**src/include/ppfifo_pkg.sv**
```systemverilog
// constants and types shared by the parallel-port fifo status and read block
package ppfifo_pkg;
   // register byte addresses
   localparam logic [31:0] CFG_ADDR      = 32'h9040_0000;
   localparam logic [31:0] STAT_ADDR     = 32'h9040_0008;
   localparam logic [31:0] CMD_WIN_ADDR  = 32'h9040_000C;
   localparam logic [31:0] DAT_WIN_ADDR  = 32'h9040_0010;
   localparam logic [31:0] IRQ_STAT_ADDR = 32'h9040_0030;
   localparam logic [31:0] IRQ_MASK_ADDR = 32'h9040_0034;

   // status register field positions
   localparam int CMD_VB_LSB    = 14;
   localparam int CMD_EMPTY_BIT = 13;
   localparam int CMD_NE_BIT    = 12;
   localparam int CMD_RDY_BIT   = 11;
   localparam int DAT_VB_LSB    = 6;
   localparam int DAT_EMPTY_BIT = 5;
   localparam int DAT_NE_BIT    = 4;
   localparam int DAT_RDY_BIT   = 3;
   localparam int REV_FULL_BIT  = 2;
   localparam int REV_NF_BIT    = 1;
   localparam int REV_RDY_BIT   = 0;

   // configuration register fields
   localparam int          CFG_CMD_DMA_BIT = 3;
   localparam int          CFG_DAT_DMA_BIT = 1;
   localparam int          CFG_REV_DMA_BIT = 0;
   localparam int          LVL_W           = 4;
   localparam int          CFG_CMD_LVL_LSB = 8;
   localparam int          CFG_DAT_LVL_LSB = 12;
   localparam int          CFG_REV_LVL_LSB = 16;
   localparam logic [31:0] CFG_RESET       = 32'h0001_1100;
   localparam logic [31:0] CFG_WMASK       = 32'h000F_FF0B;

   // interrupt event positions
   localparam int        EV_W          = 5;
   localparam int        EV_CMD_RDY    = 0;
   localparam int        EV_DAT_RDY    = 1;
   localparam int        EV_REV_RDY    = 2;
   localparam int        EV_CMD_UFLOW  = 3;
   localparam int        EV_DAT_UFLOW  = 4;
   localparam logic [4:0] IRQ_MASK_RESET = 5'h00;

   // channel indices
   localparam int CH_CMD = 0;
   localparam int CH_DAT = 1;

   // one forward fifo entry: byte count code (00 = four) and data
   typedef struct packed {
      logic [1:0]  nbytes_code;
      logic [31:0] data;
   } entry_t;
endpackage : ppfifo_pkg

```
**src/core/ppfifo_status_read.sv**
```systemverilog
// fifo status register and forward fifo read windows behind an apb slave
`timescale 1ns/1ps
// What this block does
// - command entry valid-byte code at bits 15:14
// - data entry valid-byte code at bits 7:6
// - byte codes, almost-empty meaningless when empty
// - command empty flag bit 13, resets 1
// - command one-entry-left flag bit 12, resets 1
// - command ready when threshold met, bit 11
// - data empty flag bit 5, resets 1
// - data one-entry-left flag bit 4, resets 0
// - data ready when threshold met, bit 3
// - reverse full flag bit 2
// - reverse room-for-one flag bit 1
// - reverse ready when free space meets threshold
// - command window read pops up to four bytes
// - data window read pops up to four bytes
// - per-path select cpu (0) or dma (1)
module ppfifo_status_read
   import ppfifo_pkg::*;
#(
   parameter int DEPTH     = 8,
   parameter int REV_DEPTH = 8,
   localparam int RW       = $clog2(REV_DEPTH + 1)
) (
   input  wire logic          CLK,
   input  wire logic          RST,
   input  wire logic          PSEL,
   input  wire logic          PENABLE,
   input  wire logic          PWRITE,
   input  wire logic [31:0]   PADDR,
   input  wire logic [31:0]   PWDATA,
   output logic      [31:0]   PRDATA,
   output logic               PREADY,
   output logic               PSLVERR,
   input  wire logic          CMD_PUSH,
   input  wire entry_t        CMD_ENTRY,
   output logic               CMD_SPACE,
   input  wire logic          DAT_PUSH,
   input  wire entry_t        DAT_ENTRY,
   output logic               DAT_SPACE,
   input  wire logic [RW-1:0] REV_LEVEL,
   input  wire logic [1:0]    DMA_POP,
   output logic      [2:0]    DMA_REQ,
   output logic               IRQ
);
   localparam int CW = $clog2(DEPTH + 1);
   localparam int AW = $clog2(DEPTH);

   logic [31:0]     cfg_q;
   logic [EV_W-1:0] irq_stat_q;
   logic [EV_W-1:0] irq_stat_d;
   logic [EV_W-1:0] irq_mask_q;
   logic [EV_W-1:0] events;
   logic [2:0]      rdy_prev_q;
   logic [1:0]      space_q;
   logic [CW-1:0]   cnt_q [2];
   entry_t          head [2];
   logic [1:0]      push;
   logic [1:0]      pop;
   logic [1:0]      empty;
   logic [1:0]      one_left;
   logic [1:0]      rdy;
   logic [1:0]      uflow;
   logic [1:0]      rd_win;
   logic [1:0]      dma_sel;
   logic [1:0]      vb_code [2];
   logic [31:0]     status;
   logic [31:0]     rd_data;

   // apb decode
   wire access   = PSEL & PENABLE;
   wire answer   = access & ~PREADY;
   wire done     = access & PREADY;
   wire hit_cfg  = (PADDR == CFG_ADDR);
   wire hit_stat = (PADDR == STAT_ADDR);
   wire hit_cwin = (PADDR == CMD_WIN_ADDR);
   wire hit_dwin = (PADDR == DAT_WIN_ADDR);
   wire hit_ist  = (PADDR == IRQ_STAT_ADDR);
   wire hit_imsk = (PADDR == IRQ_MASK_ADDR);
   wire mapped   = hit_cfg | hit_stat | hit_cwin | hit_dwin | hit_ist | hit_imsk;
   wire wr_cfg   = done & PWRITE & hit_cfg;
   wire wr_mask  = done & PWRITE & hit_imsk;
   wire rd_ist   = done & ~PWRITE & hit_ist;

   // path mode select
   assign dma_sel[CH_CMD] = cfg_q[CFG_CMD_DMA_BIT];
   assign dma_sel[CH_DAT] = cfg_q[CFG_DAT_DMA_BIT];
   wire   rev_dma         = cfg_q[CFG_REV_DMA_BIT];

   // window reads pop only in cpu mode
   assign rd_win[CH_CMD] = done & ~PWRITE & hit_cwin & ~dma_sel[CH_CMD];
   assign rd_win[CH_DAT] = done & ~PWRITE & hit_dwin & ~dma_sel[CH_DAT];
   assign push[CH_CMD]   = CMD_PUSH;
   assign push[CH_DAT]   = DAT_PUSH;

   wire [LVL_W-1:0] lvl [2];
   assign lvl[CH_CMD] = cfg_q[CFG_CMD_LVL_LSB +: LVL_W];
   assign lvl[CH_DAT] = cfg_q[CFG_DAT_LVL_LSB +: LVL_W];
   wire [LVL_W-1:0] rev_lvl = cfg_q[CFG_REV_LVL_LSB +: LVL_W];

   // forward fifos
   for (genvar c = 0; c < 2; c++) begin : g_fwd
      entry_t        mem [DEPTH];
      logic [AW-1:0] wp_q;
      logic [AW-1:0] rp_q;
      logic [CW-1:0] cnt_d;
      logic [CW-1:0] cnt_r_q;
      logic          space_r_q;

      assign cnt_q[c]   = cnt_r_q;
      assign space_q[c] = space_r_q;

      wire push_ok = push[c] & (cnt_q[c] != CW'(DEPTH));
      wire pop_ok  = pop[c] & ~empty[c];

      assign pop[c]      = dma_sel[c] ? DMA_POP[c] : rd_win[c];
      assign head[c]     = mem[rp_q];
      assign empty[c]    = (cnt_q[c] == '0);
      assign one_left[c] = (cnt_q[c] == CW'(1));
      assign rdy[c]      = ~empty[c] && (int'(cnt_q[c]) >= int'(lvl[c]));
      assign uflow[c]    = pop[c] & empty[c];
      // code forced to four-byte value while empty
      assign vb_code[c]  = empty[c] ? 2'h0 : head[c].nbytes_code;
      assign cnt_d       = cnt_q[c] + CW'(push_ok) - CW'(pop_ok);

      always_ff @(posedge CLK) begin
         if (push_ok) begin
            mem[wp_q] <= (c == CH_CMD) ? CMD_ENTRY : DAT_ENTRY;
         end
      end

      always_ff @(posedge CLK or posedge RST) begin
         if (RST) begin
            wp_q      <= '0;
            rp_q      <= '0;
            cnt_r_q   <= '0;
            space_r_q <= 1'b1;
         end else begin
            wp_q      <= push_ok ? AW'(wp_q + AW'(1)) : wp_q;
            rp_q      <= pop_ok ? AW'(rp_q + AW'(1)) : rp_q;
            cnt_r_q   <= cnt_d;
            space_r_q <= (cnt_d != CW'(DEPTH));
         end
      end

   end

   // reverse fifo occupancy flags
   wire [RW-1:0] rev_free = RW'(REV_DEPTH) - REV_LEVEL;
   wire rev_full = (REV_LEVEL >= RW'(REV_DEPTH));
   wire rev_nf   = (rev_free == RW'(1));
   wire rev_rdy  = ~rev_full && (int'(rev_free) >= int'(rev_lvl));

   // status word
   always_comb begin
      status                              = '0;
      status[CMD_VB_LSB +: 2]             = vb_code[CH_CMD];
      status[CMD_EMPTY_BIT]               = empty[CH_CMD];
      status[CMD_NE_BIT]                  = empty[CH_CMD] | one_left[CH_CMD];
      status[CMD_RDY_BIT]                 = rdy[CH_CMD];
      status[DAT_VB_LSB +: 2]             = vb_code[CH_DAT];
      status[DAT_EMPTY_BIT]               = empty[CH_DAT];
      status[DAT_NE_BIT]                  = one_left[CH_DAT];
      status[DAT_RDY_BIT]                 = rdy[CH_DAT];
      status[REV_FULL_BIT]                = rev_full;
      status[REV_NF_BIT]                  = rev_nf;
      status[REV_RDY_BIT]                 = rev_rdy;
   end

   // read data selection
   assign rd_data = hit_cfg  ? cfg_q :
                    hit_stat ? status :
                    (hit_cwin && !dma_sel[CH_CMD] && !empty[CH_CMD]) ? head[CH_CMD].data :
                    (hit_dwin && !dma_sel[CH_DAT] && !empty[CH_DAT]) ? head[CH_DAT].data :
                    hit_ist  ? {{(32-EV_W){1'b0}}, irq_stat_q} :
                    hit_imsk ? {{(32-EV_W){1'b0}}, irq_mask_q} : 32'h0000_0000;

   // interrupt events, set wins over read clear
   assign events[EV_CMD_RDY]   = rdy[CH_CMD] & ~rdy_prev_q[0];
   assign events[EV_DAT_RDY]   = rdy[CH_DAT] & ~rdy_prev_q[1];
   assign events[EV_REV_RDY]   = rev_rdy & ~rdy_prev_q[2];
   assign events[EV_CMD_UFLOW] = uflow[CH_CMD];
   assign events[EV_DAT_UFLOW] = uflow[CH_DAT];
   assign irq_stat_d           = (rd_ist ? '0 : irq_stat_q) | events;

   // apb answer, one wait state
   always_ff @(posedge CLK or posedge RST) begin
      if (RST) begin
         PREADY  <= 1'b0;
         PSLVERR <= 1'b0;
         PRDATA  <= '0;
      end else begin
         PREADY  <= answer;
         PSLVERR <= answer & ~mapped;
         PRDATA  <= (answer && !PWRITE) ? rd_data : '0;
      end
   end

   // configuration and interrupt registers
   always_ff @(posedge CLK or posedge RST) begin
      if (RST) begin
         cfg_q      <= CFG_RESET;
         irq_mask_q <= IRQ_MASK_RESET;
         irq_stat_q <= '0;
         rdy_prev_q <= '0;
      end else begin
         cfg_q      <= wr_cfg ? (PWDATA & CFG_WMASK) : cfg_q;
         irq_mask_q <= wr_mask ? PWDATA[EV_W-1:0] : irq_mask_q;
         irq_stat_q <= irq_stat_d;
         rdy_prev_q <= {rev_rdy, rdy[CH_DAT], rdy[CH_CMD]};
      end
   end

   // outward flags
   always_ff @(posedge CLK or posedge RST) begin
      if (RST) begin
         IRQ     <= 1'b0;
         DMA_REQ <= '0;
      end else begin
         IRQ     <= |(irq_stat_d & irq_mask_q);
         DMA_REQ <= {rev_dma & rev_rdy, dma_sel[CH_DAT] & rdy[CH_DAT],
                     dma_sel[CH_CMD] & rdy[CH_CMD]};
      end
   end

   assign CMD_SPACE = space_q[CH_CMD];
   assign DAT_SPACE = space_q[CH_DAT];
endmodule : ppfifo_status_read

```
**config.mk**
```make
export PLATFORM = sky130hd
export DESIGN_NAME = ppfifo_status_read
export DESIGN_NICKNAME = d
export VERILOG_FILES = /design/src/include/ppfifo_pkg.sv /design/src/core/ppfifo_status_read.sv
export SDC_FILE = /design/constraint.sdc
export NUM_CORES = 1
export LEC_CHECK = 0
export ABC_AREA = 1
export BUFFER_PORTS_ARGS = -buffer_cell sky130_fd_sc_hd__buf_2
export CAP_MARGIN = 20
export CORE_MARGIN = 3
export CORE_UTILIZATION = 60
export CTS_CLUSTER_DIAMETER = 50
export DETAILED_ROUTE_END_ITERATION = 6
export PLACE_DENSITY_LB_ADDON = 0.1
export SLEW_MARGIN = 10
export SYNTH_ARGS = -nofsm -noshare
export SYNTH_HDL_FRONTEND = slang
export SYNTH_SLANG_ARGS = --single-unit
```
**constraint.sdc**
```tcl
create_clock -name CLK -period 3.4 [get_ports CLK]
set_input_delay 0.17 -clock CLK [delete_from_list [all_inputs] [get_ports CLK]]
set_output_delay 0.17 -clock CLK [all_outputs]
set_load 0.005 [all_outputs]
```
==> results.sh, run 1 <==
export IMPL_status="finished clean"
export IMPL_final_max_slew_viol_count=0
export IMPL_ys_warn_count=0
export IMPL_ioPinCount=185
export IMPL_post_cts_resized=0
export IMPL_grt_setup_unrepaired="false"
export IMPL_clk_path_buf_depth=3
export IMPL_ant_nets=0
export IMPL_synth_edf_count=544
export IMPL_wire_per_inst_um=21.2
export IMPL_ys_seq_area_share_pct=71.5
export IMPL_critical_path_class="flop to flop"
export IMPL_synth_area_um2=25900
export IMPL_clkTransAtPathRegs_ps=60
export IMPL_grt_use_met2_pct=45.5
export IMPL_grt_antenna_before_repair=1
export IMPL_clock_sinks=632
export IMPL_hold_violations=0
export IMPL_drt_iter0_markers=1689
export IMPL_grt_use_total_pct=27.9
export IMPL_worstSkewPairLatency_ps=590
export IMPL_syn2layout_area_growth_pct=18.1
export IMPL_synth_area_per_cell_um2=12.3
export IMPL_cts_tree="yes"
export IMPL_synth_cell_types=52
export IMPL_syn_nets=2291
export IMPL_worst_pin_slew_ps=799
export IMPL_core_area_um2=42300
export IMPL_use_met3_pct=4.11
export IMPL_cts_buffers=66
export IMPL_yosysMostFrequentCell="edfxtp_1"
export IMPL_r2r_start="g_fwd[0].cnt_r_q[2]$_DFF_PP0_"
export IMPL_ir_worst_vdd_uv=582
export IMPL_hold_path_class="input pin to flop"
export IMPL_place_gp_congestion=0.870
export IMPL_min_from="PADDR[4]"
export IMPL_place_hpwl_um=37000
export IMPL_root_buffer="clkbuf_16"
export IMPL_timing_setup_tns_ps=0
export IMPL_placed_cell_area_um2=27500
export IMPL_post_route_min_period_ps=2920
export IMPL_nNetsFinal=2548
export IMPL_synthTopCellsByArea="edfxtp_1, dfrtp_1, nand2_1, nand3_1, a21oi_1"
export IMPL_final_cell_area_um2=30600
export IMPL_cp_start_kind="flop"
export IMPL_maxSlewHeadroom_pct=46.7
export IMPL_port_buffers=169
export IMPL_die_h_um=214
export IMPL_top_usage_layer="met2"
export IMPL_die_area_um2=45700
export IMPL_ys_async_sr_fraction_pct=13.9
export IMPL_overflow=0
export IMPL_die_w_um=214
export IMPL_finClkSkew_ps=19.9
export IMPL_synth_common_cells="edfxtp_1, nand2_1, nor2_1, nand3_1, a21oi_1"
export IMPL_drive_above_1_share_pct=15.9
export IMPL_leakage_nw=11.5
export IMPL_grt_max_degree=139
export IMPL_critPathLaunch="g_fwd[0].cnt_r_q[2]$_DFF_PP0_"
export IMPL_fin_crit_sh_pct=85.9
export IMPL_p_per_area_nw_per_um2=630
export IMPL_synth_seq_cells=632
export IMPL_cp_max_fo=5
export IMPL_vias=17500
export IMPL_grt_pass1_wl_um=95700
export IMPL_grt_pass1_vias=17000
export IMPL_required_ps=3910
export IMPL_arrival_ps=3430
export IMPL_placementRows=75
export IMPL_synthCells=2114
export IMPL_use_met1_pct=38.6
export IMPL_htree_levels=3
export IMPL_worstSetupEndpointType="flop"
export IMPL_first_pass_iters=5
export IMPL_avgViaCountPerCell=5.82
export IMPL_fmax_mhz=343
export IMPL_cap_violations=0
export IMPL_yosysTopAreaCell="edfxtp_1"
export IMPL_wl_um=63500
export IMPL_synth_flop_cell="edfxtp_1"
export IMPL_setup_viol=0
export IMPL_synth_top_area_share_pct=63.0
export IMPL_start_util_pct=61.3
export IMPL_drc_errors=0
## state kept, by name (all words and copies together) (netlist names), 3 cells and up
signal / cells
irq_stat_q: 5
irq_mask_q: 5
g_fwd.cnt_r_q: 8
g_fwd.wp_q: 6
rdy_prev_q: 3
cfg_q: 15
PRDATA: 32
g_fwd.rp_q: 6
g_fwd.mem: 544
DMA_REQ: 3
## logic make-up after synthesis
logic type	count (synthesis)	synth area share [%]
AO/OA/AOI/OAI	395	9.22
adder cells (fa/ha/maj)	32	1.60
XOR/XNOR	12	0.405
multiplexers	14	0.666
AND/OR/NAND/NOR	817	13.3
buffers and inverters	212	3.32
flip-flops	632	71.5
## layout make-up
class,count,area (um2)
Clock buffer,89,1830
Tap cell,577,722
Antenna cell,1,2.50
Timing Repair Buffer,303,2170
Multi-Input combinational cell,1270,6650
Sequential cell,632,18600
Clock inverter,29,337
Fill cell,2858,11700
Inverter,98,373
## timing repair
item                                   in CTS  in global routing
hold buffers                               93                  0
buffers inserted                            0                  0
endpoints found under the hold margin     624                  0
## layout by cell type (no fill, tap or decap), types with 19 or more instances in the layout
master	count
edfxtp_1	544
dfrtp_1	80
nand2_1	476
a21oi_1	134
inv_1	85
buf_4	34
a32o_1	23
dlygate4sd3_1	93
o21ai_0	132
nor2_4	19
nor2_1	134
buf_2	169
ha_1	30
nand3_1	140
clkbuf_16	68
a221o_1	24
o221ai_1	22
## report_power, final
group | switching, W | internal [W] | leakage [nW]
clock network | 0.00288 | 0.00426 | 1.05
registers | 0.000260 | 0.00957 | 6.07
logic | 0.00165 | 0.000702 | 4.38
## through the flow
step           setup slack [ps]  total power (W)  std cells  hold slack, ps  util (%)
3_3_place_gp                520           0.0121       2787             294      65.1
4_1_cts                     513           0.0194       2998            34.5      72.4
5_1_grt                     207           0.0200       2999            74.0      72.4
2_1_floorplan               329           0.0113       2114             269         -
3_5_place_dp                398           0.0122       2787             308      65.1
6_report                    480           0.0193       2999            68.5      72.4
## worst max-delay path, cell delays in order, from the launching register on
cell and delay (ps):
dfrtp_1 350, inv_1 80, ha_1 200, inv_1 50
nor2_1 40, nand2_1 170, inv_1 130, nor2_1 390
ha_1 320, inv_1 60, ha_1 160, inv_1 70
fa_1 520, inv_1 60, nor3_1 180, nand2_1 70
## layer usage
| layer | routed length [um] | vias to the layer above | part of all wire (%) |
|---|---|---|---|
| met3 | 4630 | 138 | 7.3 |
| met5 | 0 | - | 0 |
| met1 | 25700 | 8513 | 41 |
| met4 | 2240 | 0 | 3.5 |
| met2 | 30900 | 714 | 49 |
| li1 | - | 8086 | - |
## final timing paths
kind	cells past startpoint	endpoint	slack, ps
worst max-delay path	15	CMD_SPACE$_DFF_PP1_	480
worst min-delay path	4	PSLVERR$_DFF_PP0_	70
worst max register to register	15	CMD_SPACE$_DFF_PP1_	480
worst min register to register	1	PREADY$_DFF_PP0_	480
max in group asynchronous	4	CMD_SPACE$_DFF_PP1_	2360
min in group asynchronous	3	PREADY$_DFF_PP0_	220
Note: power is estimated with default switching activity, not from simulation.
==> run 2: changes to the inputs <==
- clock period: 3.4 -> 2.87 ns (I/O delays scaled with it)
==> results.sh, run 2 (synthesis gave the netlist of run 1 again) <==
export IMPL_status="finished clean"
export IMPL_cp_max_fo=4
export IMPL_grt_max_degree=139
export IMPL_finClkSkew_ps=14.4
export IMPL_overflow=0
export IMPL_htree_levels=2
export IMPL_hold_path_class="input pin to flop"
export IMPL_reg_top3="g_fwd.mem (544), PRDATA (32), cfg_q (15)"
export IMPL_placementRows=75
export IMPL_ioPinCount=185
export IMPL_root_buffer="clkbuf_16"
export IMPL_drt_iter0_markers=1879
export IMPL_layout_common_cells="edfxtp_1, nand2_1, buf_2"
export IMPL_grt_use_total_pct=28.3
export IMPL_clk_path_buf_depth=3
export IMPL_final_max_slew_viol_count=0
export IMPL_syn2layout_area_growth_pct=18.4
export IMPL_die_area_um2=45700
export IMPL_maxSlewHeadroom_pct=49.6
export IMPL_timing_setup_tns_ps=0
export IMPL_fin_crit_sh_pct=91.3
export IMPL_avgViaCountPerCell=5.83
export IMPL_grt_pass1_vias=17100
export IMPL_place_gp_congestion=0.891
export IMPL_wire_per_inst_um=21.5
export IMPL_ir_worst_vdd_uv=615
export IMPL_wl_um=64600
export IMPL_placed_cell_area_um2=27800
export IMPL_total_power_w=0.0223
export IMPL_critical_path_class="flop to flop"
export IMPL_stdcell_count=3003
export IMPL_hold_violations=0
export IMPL_setup_viol=0
export IMPL_final_cell_area_um2=30700
export IMPL_cts_setup_buffers=0
export IMPL_post_route_min_period_ps=2620
export IMPL_cts_buffers=61
export IMPL_cap_violations=0
export IMPL_cp_start_kind="flop"
export IMPL_drc_errors=0
export IMPL_p_per_area_nw_per_um2=726
export IMPL_grt_antenna_before_repair=0
export IMPL_worstSetupEndpointType="flop"
export IMPL_n_fill_cell=2820
export IMPL_ant_nets=0
export IMPL_largest_register_ffs=544
export IMPL_regMostFlops="g_fwd.mem"
export IMPL_n_antenna_cell=0
export IMPL_numPlacedInstances=2799
export IMPL_die_w_um=214
export IMPL_worst_pin_slew_ps=756
export IMPL_cts_tree="yes"
export IMPL_leakage_nw=11.5
export IMPL_clkTransAtPathRegs_ps=60
export IMPL_arrival_ps=3170
export IMPL_first_pass_iters=6
export IMPL_start_util_pct=61.3
export IMPL_drive_above_1_share_pct=16.1
export IMPL_nNetsFinal=2557
export IMPL_final_common_cell="edfxtp_1"
export IMPL_die_h_um=214
export IMPL_required_ps=3410
export IMPL_core_area_um2=42300
export IMPL_grt_pass1_wl_um=97600
export IMPL_port_buffers=169
export IMPL_fmax_mhz=381
export IMPL_place_hpwl_um=38300
export IMPL_worstSkewPairLatency_ps=620
export IMPL_vias=17500
export IMPL_clock_sinks=632
export IMPL_grt_setup_unrepaired="false"
[run 2: cell type report]
class / count / area (um2) / area share, %
repair buffers: 317 / 2490 / 8.13
clock buffers: 75 / 1620 / 5.28
well taps: 577 / 722 / 2.35
clock inverters: 34 / 284 / 0.925
multi-input cells: 1270 / 6660 / 21.7
inverters: 98 / 373 / 1.21
flip-flops and latches: 632 / 18600 / 60.4
[run 2: routing by layer]
metal | up-vias | wire length, um | GRT usage (%)
met5 | - | 0 | 0
met4 | 0 | 1980 | 10.2
li1 | 8091 | - | -
met2 | 719 | 31900 | 47.1
met3 | 126 | 4440 | 4.40
met1 | 8583 | 26300 | 38.5
[run 2: where the power goes]
group	internal [W]	switching, W	total, W	leakage [nW]
registers	0.0113	0.000320	0.0116	6.07
logic	0.000964	0.00199	0.00295	4.49
clock network	0.00435	0.00335	0.00770	0.925
total	0.0166	0.00566	0.0223	11.5
[run 2: path summary, 6_finish.rpt]
check	startpoint	to	slack, ps	cells after the start
max	g_fwd[1].cnt_r_q[2]$_DFF_PP0_	DAT_SPACE$_DFF_PP1_	250	15
min	PADDR[6]	PRDATA[10]$_DFF_PP0_	40	6
max reg2reg	g_fwd[1].cnt_r_q[2]$_DFF_PP0_	DAT_SPACE$_DFF_PP1_	250	15
min reg2reg	PREADY$_DFF_PP0_	PREADY$_DFF_PP0_	490	1
max in group asynchronous	RST	CMD_SPACE$_DFF_PP1_	1850	4
min in group asynchronous	RST	cfg_q[14]$_DFFE_PP0P_	190	3
[run 2: what timing repair did]
action	4_1_cts	5_1_grt
hold endpoints to repair	643	0
resized for setup	0	3
setup endpoints to repair	0	2
hold buffers	95	0
[run 2: per-stage QoR]
step / hold WS (ps) / util, % / setup slack, ps
after floorplan: 242 / - / -201
after global placement: 301 / 65.8 / 212
after detailed placement: 313 / 65.8 / 139
after CTS: 12.5 / 72.5 / 150
after global routing: 97.5 / 72.5 / 4.87
final: 40.9 / 72.5 / 248
[run 2: critical path, stage by stage (launching register included)]
cell and delay (ps):
dfrtp_1 390, inv_1 110, ha_1 160, inv_1 60
nor3_2 140, inv_1 80, nand3_1 130, inv_1 100
ha_1 270, inv_1 60, ha_1 150, inv_1 60
fa_1 510, inv_1 60, nor3_1 200, nand2_1 80
==> run 3: changes to the inputs <==
- CORE_ASPECT_RATIO: unset -> 1.25
==> results.sh, run 3 (synthesis gave the netlist of run 1 again) <==
export IMPL_required_ps=3400
export IMPL_status="finished clean"
export IMPL_overflow=0
export IMPL_htree_levels=2
export IMPL_r2r_start="PREADY$_DFF_PP0_"
export IMPL_die_h_um=238
export IMPL_nNetsFinal=2553
export IMPL_reg_top3="g_fwd.mem (544), PRDATA (32), cfg_q (15)"
export IMPL_first_pass_iters=6
export IMPL_wire_per_inst_um=22.2
export IMPL_final_util_pct=72.7
export IMPL_wl_um=66200
export IMPL_worstRegToRegCells=14
export IMPL_r2r_slack_ps=230
export IMPL_finClkSkew_ps=13.0
export IMPL_clkTransAtPathRegs_ps=70
export IMPL_regMostFlops="g_fwd.mem"
export IMPL_post_route_min_period_ps=2640
export IMPL_crit_family="adder cells"
export IMPL_placed_cell_area_um2=27800
export IMPL_fmax_mhz=378
export IMPL_rr_endpoint="CMD_SPACE$_DFF_PP1_"
export IMPL_grt_pass1_wl_um=100000
export IMPL_place_hpwl_um=39800
export IMPL_cp_max_fo=3
export IMPL_port_buffers=169
export IMPL_hold_path_class="input pin to flop"
export IMPL_grt_use_total_pct=29.1
export IMPL_avgViaCountPerCell=5.90
export IMPL_worstSkewPairLatency_ps=610
export IMPL_cts_buffers=58
export IMPL_min_to="PSLVERR$_DFF_PP0_"
export IMPL_root_buffer="clkbuf_16"
export IMPL_placementRows=84
export IMPL_place_gp_congestion=0.889
export IMPL_path_cells="nand3_1 > nor2_1 > inv_1 > o21ai_0 > nand2_1 > nor2_1 > ha_1 > inv_1 > ha_1 > inv_1 > fa_1 > inv_1 > nor3_1 > nand2_1"
export IMPL_min_from="PADDR[3]"
export IMPL_final_common_cell="edfxtp_1"
export IMPL_grt_max_degree=95
export IMPL_path_buf_inv=4
export IMPL_crit_slowest_cell="fa_1"
export IMPL_drc_errors=0
export IMPL_core_area_um2=42400
export IMPL_path_depth=14
export IMPL_setup_viol=0
export IMPL_ir_worst_vdd_uv=613
export IMPL_hold_violations=0
export IMPL_arrival_ps=3170
export IMPL_die_w_um=192
export IMPL_cts_setup_buffers=0
export IMPL_fin_hold_ws_ps=47.1
export IMPL_p_per_area_nw_per_um2=737
export IMPL_cts_tree="yes"
export IMPL_vias=17600
export IMPL_cap_violations=0
export IMPL_leakage_nw=11.6
export IMPL_syn2layout_area_growth_pct=18.8
export IMPL_critical_path_class="flop to flop"
export IMPL_start_util_pct=61.2
export IMPL_drive_above_1_share_pct=16.3
export IMPL_final_max_slew_viol_count=0
export IMPL_fin_crit_sh_pct=92.1
export IMPL_maxSlewHeadroom_pct=45.1
export IMPL_final_cell_area_um2=30800
export IMPL_ant_nets=0
export IMPL_worstSetupEndpointType="flop"
export IMPL_die_area_um2=45800
export IMPL_whs_path_depth=4
export IMPL_timing_setup_tns_ps=0
export IMPL_clock_sinks=632
export IMPL_grt_pass1_vias=17500
export IMPL_worst_pin_slew_ps=824
export IMPL_largest_register_ffs=544
export IMPL_total_power_w=0.0227
export IMPL_cpPeakStageDelay_ps=500
export IMPL_ioPinCount=185
export IMPL_cp_start_kind="flop"
export IMPL_grt_setup_unrepaired="false"
export IMPL_crit_top_cell="inv_1"
export IMPL_clk_path_buf_depth=3
export IMPL_drt_iter0_markers=1589
export IMPL_layout_common_cells="edfxtp_1, nand2_1, buf_2"
export IMPL_grt_antenna_before_repair=4
==> run 3: cell types whose count changed in the layout (fill, tap and decap cells not counted), sizes merged <==
cell         change
bufinv           +6
clkbuf           -5
clkinvlp         -4
diode            +4
clkinv           +3
dlygate4sd3      -1
==> run 3: worst register-to-register path: cells and delay by family, from the launching register on <==
family                     cells  cell delay, ps
AOI/OAI and AO/OA              1             160
buffers and inverters          4             240
adders and majority gates      3             920
and+or+nand+nor                6             860
DFF                            1             390
==> run 3: area by class of cell <==
class                      instances  area (um2)
multi-input combinational       1270        6650
clock inverter                    39         460
antenna                            4        10.0
sequential                       632       18600
tap                              559         699
timing repair buffer             316        2510
inverter                          98         373
fill                            2817       11500
clock buffer                      70        1560
==> run 3: power breakdown <==
group / leakage [nW] / switching [W] / internal (W) / total [W]
Clock: 1.00 / 0.00331 / 0.00477 / 0.00808
Combinational: 4.50 / 0.00202 / 0.000970 / 0.00299
Sequential: 6.07 / 0.000307 / 0.0113 / 0.0116
Total: 11.6 / 0.00564 / 0.0171 / 0.0227
==> run 3: per-stage QoR <==
| stage | setup slack (ps) | std cells |
|---|---|---|
| after floorplan | -201 | 2114 |
| after global placement | 228 | 2781 |
| after detailed placement | 180 | 2781 |
| after CTS | 262 | 2984 |
| after global routing | 67.1 | 2986 |
| final | 226 | 2988 |
==> run 3: worst max-delay path by stage <==
stage	start	end	slack [ps]
after CTS	g_fwd[1].cnt_r_q[2]$_DFF_PP0_	DAT_SPACE$_DFF_PP1_	260
final	PREADY$_DFF_PP0_	CMD_SPACE$_DFF_PP1_	230
after detailed placement	PADDR[13]	DAT_SPACE$_DFF_PP1_	180
after floorplan	g_fwd[0].cnt_r_q[2]$_DFF_PP0_	g_fwd[0].mem[0][0]$_DFFE_PP_	-200
after global placement	PADDR[13]	DAT_SPACE$_DFF_PP1_	230
after global routing	g_fwd[1].cnt_r_q[2]$_DFF_PP0_	DAT_SPACE$_DFF_PP1_	70
==> run 3: per-layer routing <==
layer	vias to the layer above	wire length [um]	part of all wire, %	global-route usage [%]
li1	8102	-	-	-
met5	-	9	0.014	0
met1	8645	25100	38	36.9
met4	2	2350	3.5	11.3
met2	739	34300	52	51.2
met3	142	4560	6.9	3.86
==> run 3: repair_timing <==
action                                 CTS  global route
resized for setup                        0             0
hold buffers                            94             0
endpoints found under the hold margin  632             0
